$ cat config.mk
export PLATFORM = sky130hd
export DESIGN_NAME = psc_port_stats
export DESIGN_NICKNAME = d
export VERILOG_FILES = /design/src/psc_wrap_cnt.v /design/src/psc_rate_meter.v /design/src/psc_port_stats.v
export VERILOG_INCLUDE_DIRS = /design/src /design/src/include
export SDC_FILE = /design/constraint.sdc
export NUM_CORES = 2
export LEC_CHECK = 0
export BUFFER_PORTS_ARGS = -buffer_cell sky130_fd_sc_hd__buf_2
export CAP_MARGIN = 20
export CORE_AREA = 3 3 272 274
export CTS_CLUSTER_DIAMETER = 60
export DETAILED_ROUTE_END_ITERATION = 6
export DIE_AREA = 0 0 275 277
export PLACE_DENSITY = 0.76
export SLEW_MARGIN = 40
export SYNTH_ARGS = -nofsm -noshare
export SYNTH_HDL_FRONTEND = slang
export SYNTH_SLANG_ARGS = --single-unit
$ cat constraint.sdc
create_clock -name clk -period 25.4 [get_ports clk]
set_clock_uncertainty 0.05 [all_clocks]
set_input_delay 5.08 -clock clk [delete_from_list [all_inputs] [get_ports clk]]
set_output_delay 5.08 -clock clk [all_outputs]
set_load 0.1 [all_outputs]
$ cat src/include/psc_consts.vh
// constants for the port statistics counter block
`ifndef PSC_CONSTS_VH
`define PSC_CONSTS_VH

// ***************************************************
// counter widths
// ***************************************************
`define PSC_CNT_W        32
`define PSC_LEN_W        14
`define PSC_COLL_W       5
`define PSC_CNT_ZERO     32'h00000000
`define PSC_CNT_ONE      32'h00000001

// ***************************************************
// frame and collision limits
// ***************************************************
`define PSC_MIN_FRAME    14'h0040
`define PSC_MAX_FRAME    14'h05EE
`define PSC_LATE_BITS    16'h0200
`define PSC_BITS_PER_B   16'h0008
`define PSC_MAX_RETRY    5'h10

// ***************************************************
// timing: 100 MHz clock, one second window
// ***************************************************
`define PSC_CLK_HZ       100000000
`define PSC_SEC_CYCLES   27'h5F5E0FF
`define PSC_KB_SHIFT     10
`define PSC_CYC_ZERO     27'h0000000

`endif

$ cat src/psc_wrap_cnt.v
// wrapping event counter with synchronous clear
`timescale 1ns/100ps
`include "psc_consts.vh"
module psc_wrap_cnt (
  input  wire                  clk,
  input  wire                  rst,
  input  wire                  clr,
  input  wire                  inc,
  output reg  [`PSC_CNT_W-1:0] cnt_r
);

  // clear beats increment; wraps past all ones
  always @(posedge clk or posedge rst) begin
    if (rst) begin
      cnt_r <= `PSC_CNT_ZERO;
    end else if (clr) begin
      cnt_r <= `PSC_CNT_ZERO;
    end else if (inc) begin
      cnt_r <= cnt_r + `PSC_CNT_ONE;
    end
  end
endmodule

$ cat src/psc_rate_meter.v
// bytes per second meter, result in kilobytes per second
`timescale 1ns/100ps
`include "psc_consts.vh"
module psc_rate_meter (
  input  wire                  clk,
  input  wire                  rst,
  input  wire                  clr,
  input  wire                  sec_tick,
  input  wire                  byte_vld,
  input  wire [`PSC_LEN_W-1:0] byte_cnt,
  output reg  [`PSC_CNT_W-1:0] rate_r
);

  reg [`PSC_CNT_W-1:0] acc_r;
  wire [`PSC_CNT_W-1:0] add_w = {{(`PSC_CNT_W-`PSC_LEN_W){1'b0}}, byte_cnt};

  // accumulate bytes, latch once a second
  always @(posedge clk or posedge rst) begin
    if (rst) begin
      acc_r  <= `PSC_CNT_ZERO;
      rate_r <= `PSC_CNT_ZERO;
    end else if (clr) begin
      acc_r  <= `PSC_CNT_ZERO;
      rate_r <= `PSC_CNT_ZERO;
    end else if (sec_tick) begin
      // frame ending on the tick goes into the next window
      acc_r  <= byte_vld ? add_w : `PSC_CNT_ZERO;
      rate_r <= acc_r >> `PSC_KB_SHIFT;
    end else if (byte_vld) begin
      acc_r  <= acc_r + add_w;
    end
  end
endmodule

$ cat src/psc_port_stats.v
// per-port ethernet statistics counters
//
// Functional notes
// RULE_01: count good transmitted unicast frames
// RULE_02: count good transmitted multicast frames
// RULE_03: count good transmitted broadcast frames
// RULE_04: count every transmitted pause frame
// RULE_05: count good received unicast frames
// RULE_06: count good received multicast frames
// RULE_07: count good received broadcast frames
// RULE_08: count every received pause frame
// RULE_09: sent after exactly one collision
// RULE_10: sent after two or more collisions
// RULE_11: abandoned at retry limit collisions
// RULE_12: collision after 512 bit times is late
// RULE_13: count received frames with bad CRC
// RULE_14: count received frames length out of range
// RULE_15: count frames under 64 octets, CRC included
// RULE_16: count received frames exactly 64 octets
// RULE_17: transmit rate in kilobytes per second
// RULE_18: receive rate in kilobytes per second
// RULE_19: accumulate continuous link up time
// RULE_20: clear this port or all ports
// RULE_21: total count of errored received frames
// RULE_22: counters wrap, update once per frame
`timescale 1ns/100ps
`include "psc_consts.vh"
module psc_port_stats (
  // clock, reset, clear requests and link status
  input  wire                  clk,
  input  wire                  rst,
  input  wire                  clr_port,
  input  wire                  clr_all,
  input  wire                  link_up,
  // transmit side events, qualifiers valid with tx_done
  input  wire                  tx_done,
  input  wire                  tx_ok,
  input  wire                  tx_ucast,
  input  wire                  tx_mcast,
  input  wire                  tx_bcast,
  input  wire                  tx_pause,
  input  wire [`PSC_LEN_W-1:0] tx_len,
  input  wire                  tx_coll,
  input  wire [15:0]           tx_bit_pos,
  // receive side events, qualifiers valid with rx_done
  input  wire                  rx_done,
  input  wire                  rx_ucast,
  input  wire                  rx_mcast,
  input  wire                  rx_bcast,
  input  wire                  rx_pause,
  input  wire [`PSC_LEN_W-1:0] rx_len,
  input  wire                  rx_crc_err,
  // counters, all straight from flip-flops
  output wire [`PSC_CNT_W-1:0] tx_ucast_cnt,
  output wire [`PSC_CNT_W-1:0] tx_mcast_cnt,
  output wire [`PSC_CNT_W-1:0] tx_bcast_cnt,
  output wire [`PSC_CNT_W-1:0] tx_pause_cnt,
  output wire [`PSC_CNT_W-1:0] rx_ucast_cnt,
  output wire [`PSC_CNT_W-1:0] rx_mcast_cnt,
  output wire [`PSC_CNT_W-1:0] rx_bcast_cnt,
  output wire [`PSC_CNT_W-1:0] rx_pause_cnt,
  output wire [`PSC_CNT_W-1:0] coll_single_cnt,
  output wire [`PSC_CNT_W-1:0] coll_multi_cnt,
  output wire [`PSC_CNT_W-1:0] coll_excess_cnt,
  output wire [`PSC_CNT_W-1:0] coll_late_cnt,
  output wire [`PSC_CNT_W-1:0] rx_crc_cnt,
  output wire [`PSC_CNT_W-1:0] rx_len_err_cnt,
  output wire [`PSC_CNT_W-1:0] rx_runt_cnt,
  output wire [`PSC_CNT_W-1:0] rx_hist64_cnt,
  output wire [`PSC_CNT_W-1:0] rx_err_cnt,
  output wire [`PSC_CNT_W-1:0] transmit_rate,
  output wire [`PSC_CNT_W-1:0] receive_rate,
  output reg  [`PSC_CNT_W-1:0] up_time_r
);

  // number of plain event counters in the vector
  localparam NCNT = 17;

  // ***************************************************
  // clear and one second tick
  // ***************************************************

  // clear outranks every increment; an event in the clear cycle is lost, for late and excessive collisions the one a cycle earlier
  // clearing this port or all ports has the same local effect
  // RULE_20: either clear request
  wire clr_w = clr_port | clr_all;

  // one second divider, a full second needs 27 bits
  reg [26:0] sec_div_r;
  reg        sec_tick_r;

  // tick is registered, so it lands one cycle after the terminal count
  // divider gives one-cycle enable every second
  always @(posedge clk or posedge rst) begin
    if (rst) begin
      sec_div_r  <= `PSC_CYC_ZERO;
      sec_tick_r <= 1'b0;
    end else if (sec_div_r == `PSC_SEC_CYCLES) begin
      sec_div_r  <= `PSC_CYC_ZERO;
      sec_tick_r <= 1'b1;
    end else begin
      sec_div_r  <= sec_div_r + 27'h0000001;
      sec_tick_r <= 1'b0;
    end
  end

  // ***************************************************
  // collision tracking per frame
  // ***************************************************
  // retry count of the frame in flight
  reg [`PSC_COLL_W-1:0] coll_cnt_r;
  reg [`PSC_COLL_W-1:0] coll_cnt_nxt;
  reg                   excess_r;
  reg                   late_r;
  reg                   excess_nxt;
  reg                   late_nxt;

  // tx_coll is tested first, so it wins over tx_done if both share a cycle
  // attempts of one frame accumulate until tx_done
  always @* begin
    coll_cnt_nxt = coll_cnt_r;
    excess_nxt   = 1'b0;
    late_nxt     = 1'b0;
    if (tx_coll) begin
      // RULE_12: late past 512 bits
      // exactly 512 bits sent is still inside the slot time
      late_nxt = (tx_bit_pos > `PSC_LATE_BITS);
      // the limit collision ends the frame; the count restarts
      // RULE_11: retry limit reached
      if (coll_cnt_r + 5'h01 >= `PSC_MAX_RETRY) begin
        excess_nxt   = 1'b1;
        coll_cnt_nxt = 5'h00;
      end else begin
        coll_cnt_nxt = coll_cnt_r + 5'h01;
      end
    end else if (tx_done) begin
      // sent or abandoned, the next frame starts from zero
      coll_cnt_nxt = 5'h00;
    end
  end

  // excess and late are registered for a clean one-cycle strobe; costs a cycle
  always @(posedge clk or posedge rst) begin
    if (rst) begin
      coll_cnt_r <= 5'h00;
      excess_r   <= 1'b0;
      late_r     <= 1'b0;
    end else begin
      coll_cnt_r <= coll_cnt_nxt;
      excess_r   <= excess_nxt;
      late_r     <= late_nxt;
    end
  end

  // ***************************************************
  // increment strobes, one per counter
  // ***************************************************

  // slot map of the counter vector, low to high:
  //   0..3   tx unicast, multicast, broadcast, pause
  //   4..7   rx unicast, multicast, broadcast, pause
  //   8..11  single, multiple, excessive and late collisions
  //   12..15 crc, length, runt, smallest size bin
  //   16     any receive error
  // a runt is also a length error, so it lands in both counts

  // a frame is good only at its own done strobe
  wire tx_good = tx_done & tx_ok;
  // length classes of the received frame
  wire rx_runt = rx_len < `PSC_MIN_FRAME;
  wire rx_lerr = rx_runt | (rx_len > `PSC_MAX_FRAME);
  wire rx_good = rx_done & ~rx_crc_err & ~rx_lerr;
  // strobes and the packed counter vector
  wire [NCNT-1:0] inc_w;
  wire [`PSC_CNT_W*NCNT-1:0] cnt_w;

  // RULE_01: good tx unicast
  assign inc_w[0]  = tx_good & tx_ucast;
  // RULE_02: good tx multicast
  assign inc_w[1]  = tx_good & tx_mcast;
  // RULE_03: good tx broadcast
  assign inc_w[2]  = tx_good & tx_bcast;
  // pause frames count whether or not the send succeeded
  // RULE_04: all tx pause
  assign inc_w[3]  = tx_done & tx_pause;

  // receive unicast, multicast and broadcast need crc and length both clean; pause counts at any frame end
  // RULE_05: good rx unicast
  assign inc_w[4]  = rx_good & rx_ucast;
  // RULE_06: good rx multicast
  assign inc_w[5]  = rx_good & rx_mcast;
  // RULE_07: good rx broadcast
  assign inc_w[6]  = rx_good & rx_bcast;
  // RULE_08: all rx pause
  assign inc_w[7]  = rx_done & rx_pause;

  // collision classes: single and multiple read at the done of a sent frame, excessive and late from their registered strobes
  // RULE_09: one collision then sent
  assign inc_w[8]  = tx_good & (coll_cnt_r == 5'h01);
  // RULE_10: several collisions then sent
  assign inc_w[9]  = tx_good & (coll_cnt_r > 5'h01);
  // RULE_11: excessive abandon
  assign inc_w[10] = excess_r;
  // RULE_12: late collision seen
  assign inc_w[11] = late_r;

  // receive error classes and the smallest size bin, at any frame end
  // RULE_13: rx crc mismatch
  assign inc_w[12] = rx_done & rx_crc_err;
  // RULE_14: rx length range
  assign inc_w[13] = rx_done & rx_lerr;
  // RULE_15: short frames incl crc
  assign inc_w[14] = rx_done & rx_runt;
  // RULE_16: exactly 64 octets
  assign inc_w[15] = rx_done & (rx_len == `PSC_MIN_FRAME);
  // RULE_21: any rx error
  assign inc_w[16] = rx_done & (rx_crc_err | rx_lerr);

  // one counter per slot; a read never stalls a count
  // RULE_22: wrapping, one step per frame
  genvar gi;
  generate
    for (gi = 0; gi < NCNT; gi = gi + 1) begin : g_cnt
      psc_wrap_cnt u_cnt (
        .clk   (clk),
        .rst   (rst),
        .clr   (clr_w),
        .inc   (inc_w[gi]),
        .cnt_r (cnt_w[gi*`PSC_CNT_W +: `PSC_CNT_W])
      );
    end
  endgenerate

  // transmit classes
  assign tx_ucast_cnt    = cnt_w[0*`PSC_CNT_W +: `PSC_CNT_W];
  assign tx_mcast_cnt    = cnt_w[1*`PSC_CNT_W +: `PSC_CNT_W];
  assign tx_bcast_cnt    = cnt_w[2*`PSC_CNT_W +: `PSC_CNT_W];
  assign tx_pause_cnt    = cnt_w[3*`PSC_CNT_W +: `PSC_CNT_W];

  // receive classes
  assign rx_ucast_cnt    = cnt_w[4*`PSC_CNT_W +: `PSC_CNT_W];
  assign rx_mcast_cnt    = cnt_w[5*`PSC_CNT_W +: `PSC_CNT_W];
  assign rx_bcast_cnt    = cnt_w[6*`PSC_CNT_W +: `PSC_CNT_W];
  assign rx_pause_cnt    = cnt_w[7*`PSC_CNT_W +: `PSC_CNT_W];

  // collision classes
  assign coll_single_cnt = cnt_w[8*`PSC_CNT_W +: `PSC_CNT_W];
  assign coll_multi_cnt  = cnt_w[9*`PSC_CNT_W +: `PSC_CNT_W];
  assign coll_excess_cnt = cnt_w[10*`PSC_CNT_W +: `PSC_CNT_W];
  assign coll_late_cnt   = cnt_w[11*`PSC_CNT_W +: `PSC_CNT_W];

  // receive errors and smallest size bin
  assign rx_crc_cnt      = cnt_w[12*`PSC_CNT_W +: `PSC_CNT_W];
  assign rx_len_err_cnt  = cnt_w[13*`PSC_CNT_W +: `PSC_CNT_W];
  assign rx_runt_cnt     = cnt_w[14*`PSC_CNT_W +: `PSC_CNT_W];
  assign rx_hist64_cnt   = cnt_w[15*`PSC_CNT_W +: `PSC_CNT_W];
  assign rx_err_cnt      = cnt_w[16*`PSC_CNT_W +: `PSC_CNT_W];

  // ***************************************************
  // throughput meters
  // ***************************************************

  // both meters share the tick, so their windows line up
  // RULE_17: tx bytes per second
  psc_rate_meter u_tx_rate (
    .clk      (clk),
    .rst      (rst),
    .clr      (clr_w),
    .sec_tick (sec_tick_r),
    .byte_vld (tx_good),
    .byte_cnt (tx_len),
    .rate_r   (transmit_rate)
  );

  // errored frames count too: they used the line
  // RULE_18: rx bytes per second
  psc_rate_meter u_rx_rate (
    .clk      (clk),
    .rst      (rst),
    .clr      (clr_w),
    .sec_tick (sec_tick_r),
    .byte_vld (rx_done),
    .byte_cnt (rx_len),
    .rate_r   (receive_rate)
  );

  // ***************************************************
  // link up time in seconds
  // ***************************************************

  // whole seconds only; a drop mid second loses the fraction
  // restarts from zero whenever the link drops
  // RULE_19: seconds of continuous link
  always @(posedge clk or posedge rst) begin
    if (rst) begin
      up_time_r <= `PSC_CNT_ZERO;
    end else if (clr_w | ~link_up) begin
      up_time_r <= `PSC_CNT_ZERO;
    end else if (sec_tick_r) begin
      up_time_r <= up_time_r + `PSC_CNT_ONE;
    end
  end
endmodule

-- After elaboration in Yosys (flattened, before gate mapping)
Index checks and enable logic that the tools add are counted.
- bits in read-only memories: 0
- output and inout bits: 640
- RAM bits: 0
- memories: 0
- bits in latches: 0
- bits of input ports: 62
- register bits: 739
- logic and storage cells: 160
- multiplexer cells: 56
- reductions and logical operators: 22
- bitwise operators: 25
- $mul: 0
- add/subtract/negate cells: 22
- divide/modulo/power cells: 0
- magnitude comparators: 5
- equal/unequal tests: 3
- shift operators: 0
- operator list (kind ; number):
    32-bit 2-to-1 mux ; 46
    32-bit by 1-bit adder with 32-bit output, second input constant ; 18
    32-bit by 14-bit adder with 32-bit output ; 2
    2-bit nonzero test ; 20
    14-bit 2-to-1 mux ; 2
    27-bit by 1-bit adder with 27-bit output, second input constant ; 1
    27-bit equality test, second input constant ; 1
    27-bit 2-to-1 mux ; 1
    1-bit AND ; 18
    16-bit by 10-bit greater-than comparator with 1-bit output, second input constant ; 1
    5-bit 2-to-1 mux ; 3
    14-bit by 7-bit equality test with 1-bit output, second input constant ; 1
    14-bit by 11-bit greater-than comparator with 1-bit output, second input constant ; 1
    14-bit by 7-bit < comparator with 1-bit output, second input constant ; 1
    3-bit nonzero test ; 2
    5-bit by 1-bit adder with 5-bit output, second input constant ; 1
    5-bit by 1-bit equality test with 1-bit output, second input constant ; 1
    5-bit >= comparator, second input constant ; 1
    5-bit by 1-bit greater-than comparator with 1-bit output, second input constant ; 1
    1-bit 2-to-1 mux ; 4
    1-bit bitwise OR ; 4
    1-bit inverter ; 3

-- Logic depth before layout (Yosys ltp)
- depth after elaboration: 7
- depth in mapped cells: 10
- depth with buffers taken out: 10

-- Cells and area by module
From an unflattened synthesis, not the netlist that was laid out.
- cell total of the unflattened synthesis: 4261
- area, all modules: 40137.2 µm²
- by module, submodules not included (module ; instances ; cells each ; area an instance (µm²) ; seq. area each (µm²)):
    psc_wrap_cnt ; 17 ; 184 ; 1749.2 ; 800.8
    psc_rate_meter ; 2 ; 375 ; 3419.5 ; 1351.3
    psc_port_stats ; 1 ; 383 ; 3562.2 ; 1676.6

-- Least setup slack after synthesis
OpenSTA, ideal clock, no wires.
- kind: input-to-reg
- start point: in tx_len[0]
- end point: reg u_tx_rate.acc_r[30]
- buffers on the path: 0
- required time: 25.272 ns
- path slack: 17.973 ns
- stages: 10
- data arrival time: 7.299 ns
- setup time: 0.078 ns
- cell sequence: ha_1 > inv_1 > fa_1 > nor2b_1 > o211ai_1 > a31o_2 > o21a_1 > o211a_1 > or4_1 > a21oi_1
- cells in the longest elaborated chain, start to end: 4
- ends and longest elaborated chain (element ; RTL line ; text):
    start: declaration ; psc_port_stats.v:42 ; input wire [`PSC_LEN_W-1:0] tx_len,
    32-bit by 14-bit adder with 32-bit output ; psc_rate_meter.v:30 ; acc_r <= acc_r + add_w;
    32-bit 2-to-1 mux ; psc_rate_meter.v:29 ; end else if (byte_vld) begin
    32-bit 2-to-1 mux ; psc_rate_meter.v:25 ; end else if (sec_tick) begin
    32-bit 2-to-1 mux ; psc_rate_meter.v:22 ; end else if (clr) begin
    end signal: assignment ; psc_rate_meter.v:23 ; acc_r <= `PSC_CNT_ZERO;
    end signal: assignment ; psc_rate_meter.v:27 ; acc_r <= byte_vld ? add_w : `PSC_CNT_ZERO;
    end signal: assignment ; psc_rate_meter.v:30 ;
    end: declaration ; psc_rate_meter.v:14 ; reg [`PSC_CNT_W-1:0] acc_r;
No other way between the ends. The select of a mux whose other input is x is not followed.
A chain may end at the register's enable or synchronous reset.

-- Worst setup path in the final report
- start point: in clr_all
- end point: reg u_rx_rate.acc_r[23]
- cells in the longest elaborated chain, start to end: 2
- elaborated cells on any way between the ends: 3
- those cells by class: mux (1); bitwise (1); reduce/logical (1)
- ends and longest elaborated chain (element ; RTL line ; text):
    start: declaration ; psc_port_stats.v:33 ; input wire clr_all,
    1-bit bitwise OR * ; psc_port_stats.v:86 ; wire clr_w = clr_port | clr_all;
    3-bit nonzero test (no source line) or 32-bit 2-to-1 mux (tied branches) ; - ;
    end signal: assignment ; psc_rate_meter.v:23 ;
    end signal: assignment ; psc_rate_meter.v:27 ;
    end signal: assignment ; psc_rate_meter.v:30 ;
    end: declaration ; psc_rate_meter.v:14 ;
Every way passes the cells marked *; elsewhere a longest branch is shown, timed or not.

==> parameters.txt <==
Parameter                              Value

Routing
  Routed vias    30100
  Initial drt markers    roughly 2300
  Number of routed nets with antenna violations    0
  DRC violation count after routing    0
  Total wirelength of the detailed-routed design    about 100 mm
  Via density per instance    5.54
  Wire per inst    18.8 um
  Count of TritonRoute iterations in the first routing pass    7

Die
  Effective utilization at floorplan    49.9%
  Cell row count    98
  Die width    275 um
  Area of the die    76200 um2
  Floorplan core area    71600 um2
  Die Span Y    277 um
  IO Pins    702

Pwr
  Leakage power of the design    20.0 nW
  Switch share    23.1%
  Maximum vdd drop    0.0463 mV
  Total Power    between 2 and 3 mW
  Sequential share of power    44.3%
  Internal power    2.00 mW
  Net switching component of the power    601 uW
  Clock network power share    51.1%
  Comb pwr share    4.5%
  Power density normalized to cell area    roughly 60 nW/um2

GRT
  Total global routing overflow    0
  Pin count of the biggest net entering global routing    196
  Number of antenna violations at the first check in global routing    21
  Total routing usage reported by global routing    26.2%
  Number of global-route vias before repair    28900
  First-pass GRT wire length    162 mm

Yosys
  Multiplexer fraction of the synthesized cell area    1.77%
  Dominant cell type by area after synthesis    dfrtp_1
  Ys flop type    dfrtp_1
  Seq/Total Area, Yosys    50.3%
  Area share of fa/ha/maj cells after synthesis    1.83%
  Most instantiated library cell after synthesis    dfrtp_1
  Async set-or-reset flop fraction in the synthesized netlist    100%
  Ys Warns    0
  Most frequent cells after synthesis    dfrtp_1, nor2_1, xor2_1
  Fraction of the mapped netlist area in compound gates    under 10%
  Biggest area contributors in the synthesized netlist    dfrtp_1, xor2_1, nor2_1
  Post-synth EDFFs    0
  Post-synthesis share of cell area spent on xor and xnor gates    between 10 and 15%
  Netlist cell types    about 80
  Average instance area after synthesis    9.54 um2
  Synthesized cell area    35800 um2
  Post-Synth Simple-Gate Area    roughly a quarter
  Portion of synthesized cell area occupied by the leading cell type    between 50 and 60%
  Cell count after synthesis    around 3800
  Dominant combinational cell family by area after synthesis    simple AND/OR/NAND/NOR gates
  Synthesized flop and latch total    ~720

Layout
  Total Nets Final    4528
  Final standard cell utilization of the core    just over 60%
  Fraction of layout instances using a drive strength above 1    20.1%
  Area Overhead vs Synth    21.1%

Critical path
  Classification of the worst setup path    primary input to flip-flop
  Startpoint of the lowest-slack register-to-register path    u_rx_rate.acc_r[0]
  Arrival time reported for the critical path endpoint    8.47 ns
  Critical path launch point type    primary input
  Worst-path maximum fanout    ~140
  Critical Path RT    25.89 ns
  Endpoint type of the worst setup path    flip-flop
  Launching element of the worst setup path    clr_all

STA
  Shortest period the worst path allows    7.98 ns
  Period utilisation layout    31.4%
  Measured slew at the worst slew-check pin    0.864 ns
  Setup Total Neg Slack    0 ns
  Headroom to the max-slew limit    42.4%
  Final hold viol count    0
  Total count of max-transition violations in the final report    0
  Unrepaired setup endpoints after global routing    false
  Final number of setup-violating endpoints    0
  Highest attainable clock frequency    about 130 MHz

Placed design
  Count of input and output buffers    681
  Estimated wirelength of the detail-placed design    73.3 mm
  Final weighted congestion of routability-driven global placement    0.886

Status
  Status    finished clean

Hold path
  Start point of the worst min-delay path    sec_div_r[0]
  Hold Crit Class    flip-flop to flip-flop

CTS
  Post-CTS resize count    0
  H-tree lvl count    3
  TritonCTS clock tree    yes
  Clock buffer depth    3
  Clock-pin slew on the worst setup and hold paths    0.06 ns
  Clock insertion delay at the later pin of the skew report    0.62 ns
  Clock root buffer    clkbuf_16
  Clock sinks    719
  Number of buffers added to fix hold violations after cts    0
  Cts bufs inserted    84
  Number of setup buffers added after CTS    0

Flow run
  Number of maximum-capacitance violations    0
-- cells in the final DEF, fill, tap and decap left out, drive strengths merged, types with 12 or more instances in the layout --
master    n
nor3     52
xor2    342
nand4   144
dfrtp   719
nor2    688
nand3   234
nor2b    23
and2     36
a21oi   163
o21ai   133
xnor2   178
nand2   298
mux2i    60
clkbuf  124
a211oi   19
nor4     21
and3     92
buf     704
or3     112
nand2b   12
inv      74
conb     20
ha       49
bufinv   12
and4     52
-- kinds of logic after synthesis --
group / after synthesis
simple gates: 1792
fa+ha+maj: 51
mux: 63
xor+xnor: 520
flops: 719
buf+inv: 210
other cells: 1
compound gates: 394
-- final timing paths --
| kind | end | slack [ns] | cells past startpoint |
|---|---|---|---|
| max | u_rx_rate.acc_r[23] | 17.42 | 9 |
| min | sec_div_r[0] | 0.42 | 1 |
| max reg2reg | u_rx_rate.acc_r[28] | 22.17 | 11 |
| min reg2reg | sec_div_r[0] | 0.42 | 1 |
| max in group asynchronous | g_cnt[5].u_cnt.cnt_r[29] | 18.29 | 6 |
| min in group asynchronous | g_cnt[12].u_cnt.cnt_r[31] | 4.35 | 2 |
-- registers in the layout (all words and copies together), names as in the netlist --
name / cells
excess_r: 1
g_cnt.u_cnt.cnt_r: 544
u_rx_rate.acc_r: 32
u_tx_rate.acc_r: 32
late_r: 1
u_tx_rate.rate_r: 22
coll_cnt_r: 5
up_time_r: 32
sec_tick_r: 1
sec_div_r: 27
u_rx_rate.rate_r: 22
-- metal layers --
layer	global-route usage (%)	vias up	wire length, um
met5	0	-	133
met4	8.48	20	3530
met3	7.09	221	7980
met2	43.5	915	49300
met1	33.3	14800	41500
li1	-	14200	-
-- per-stage QoR --
step | cells | worst slack, ns | area [um2] | hold WS, ns
final | 5445 | 17.42 | 43300 | 0.422
after floorplan | 3769 | 0.101 | 35800 | 0.383
after global placement | 5273 | 16.21 | 40000 | 0.399
after detailed placement | 5276 | 16.80 | 40100 | 0.412
after CTS | 5432 | 17.52 | 43200 | 0.425
after global routing | 5438 | 17.22 | 43300 | 0.436
-- critical path: stages --
cell,delay [ns]
buf_2,0.13
or2_4,0.64
buf_12,0.34
buf_16,0.44
nor2_1,0.28
a21oi_1,0.40
o211ai_1,0.31
or3b_2,0.54
a21oi_1,0.17
-- power by group through the flow --
| stage | combinational [mW] | sequential (mW) | clock [mW] |
|---|---|---|---|
| floorplan | 0.0806 | 1.18 | 0 |
| global placement | 0.115 | 1.17 | 0 |
| detailed placement | 0.117 | 1.17 | 0 |
| CTS | 0.118 | 1.15 | 1.36 |
| global route | 0.131 | 1.15 | 1.40 |
| finish | 0.118 | 1.15 | 1.33 |
-- layout make-up --
type	instances	area, um2
fill	5960	28300
sequential	719	18000
multi-input combinational	2840	17000
timing repair buffer	704	3750
clock buffer	124	2540
tap	950	1190
clock inverter	32	566
inverter	66	255
antenna	10	25.0
Note: power is estimated with default switching activity, not from simulation.
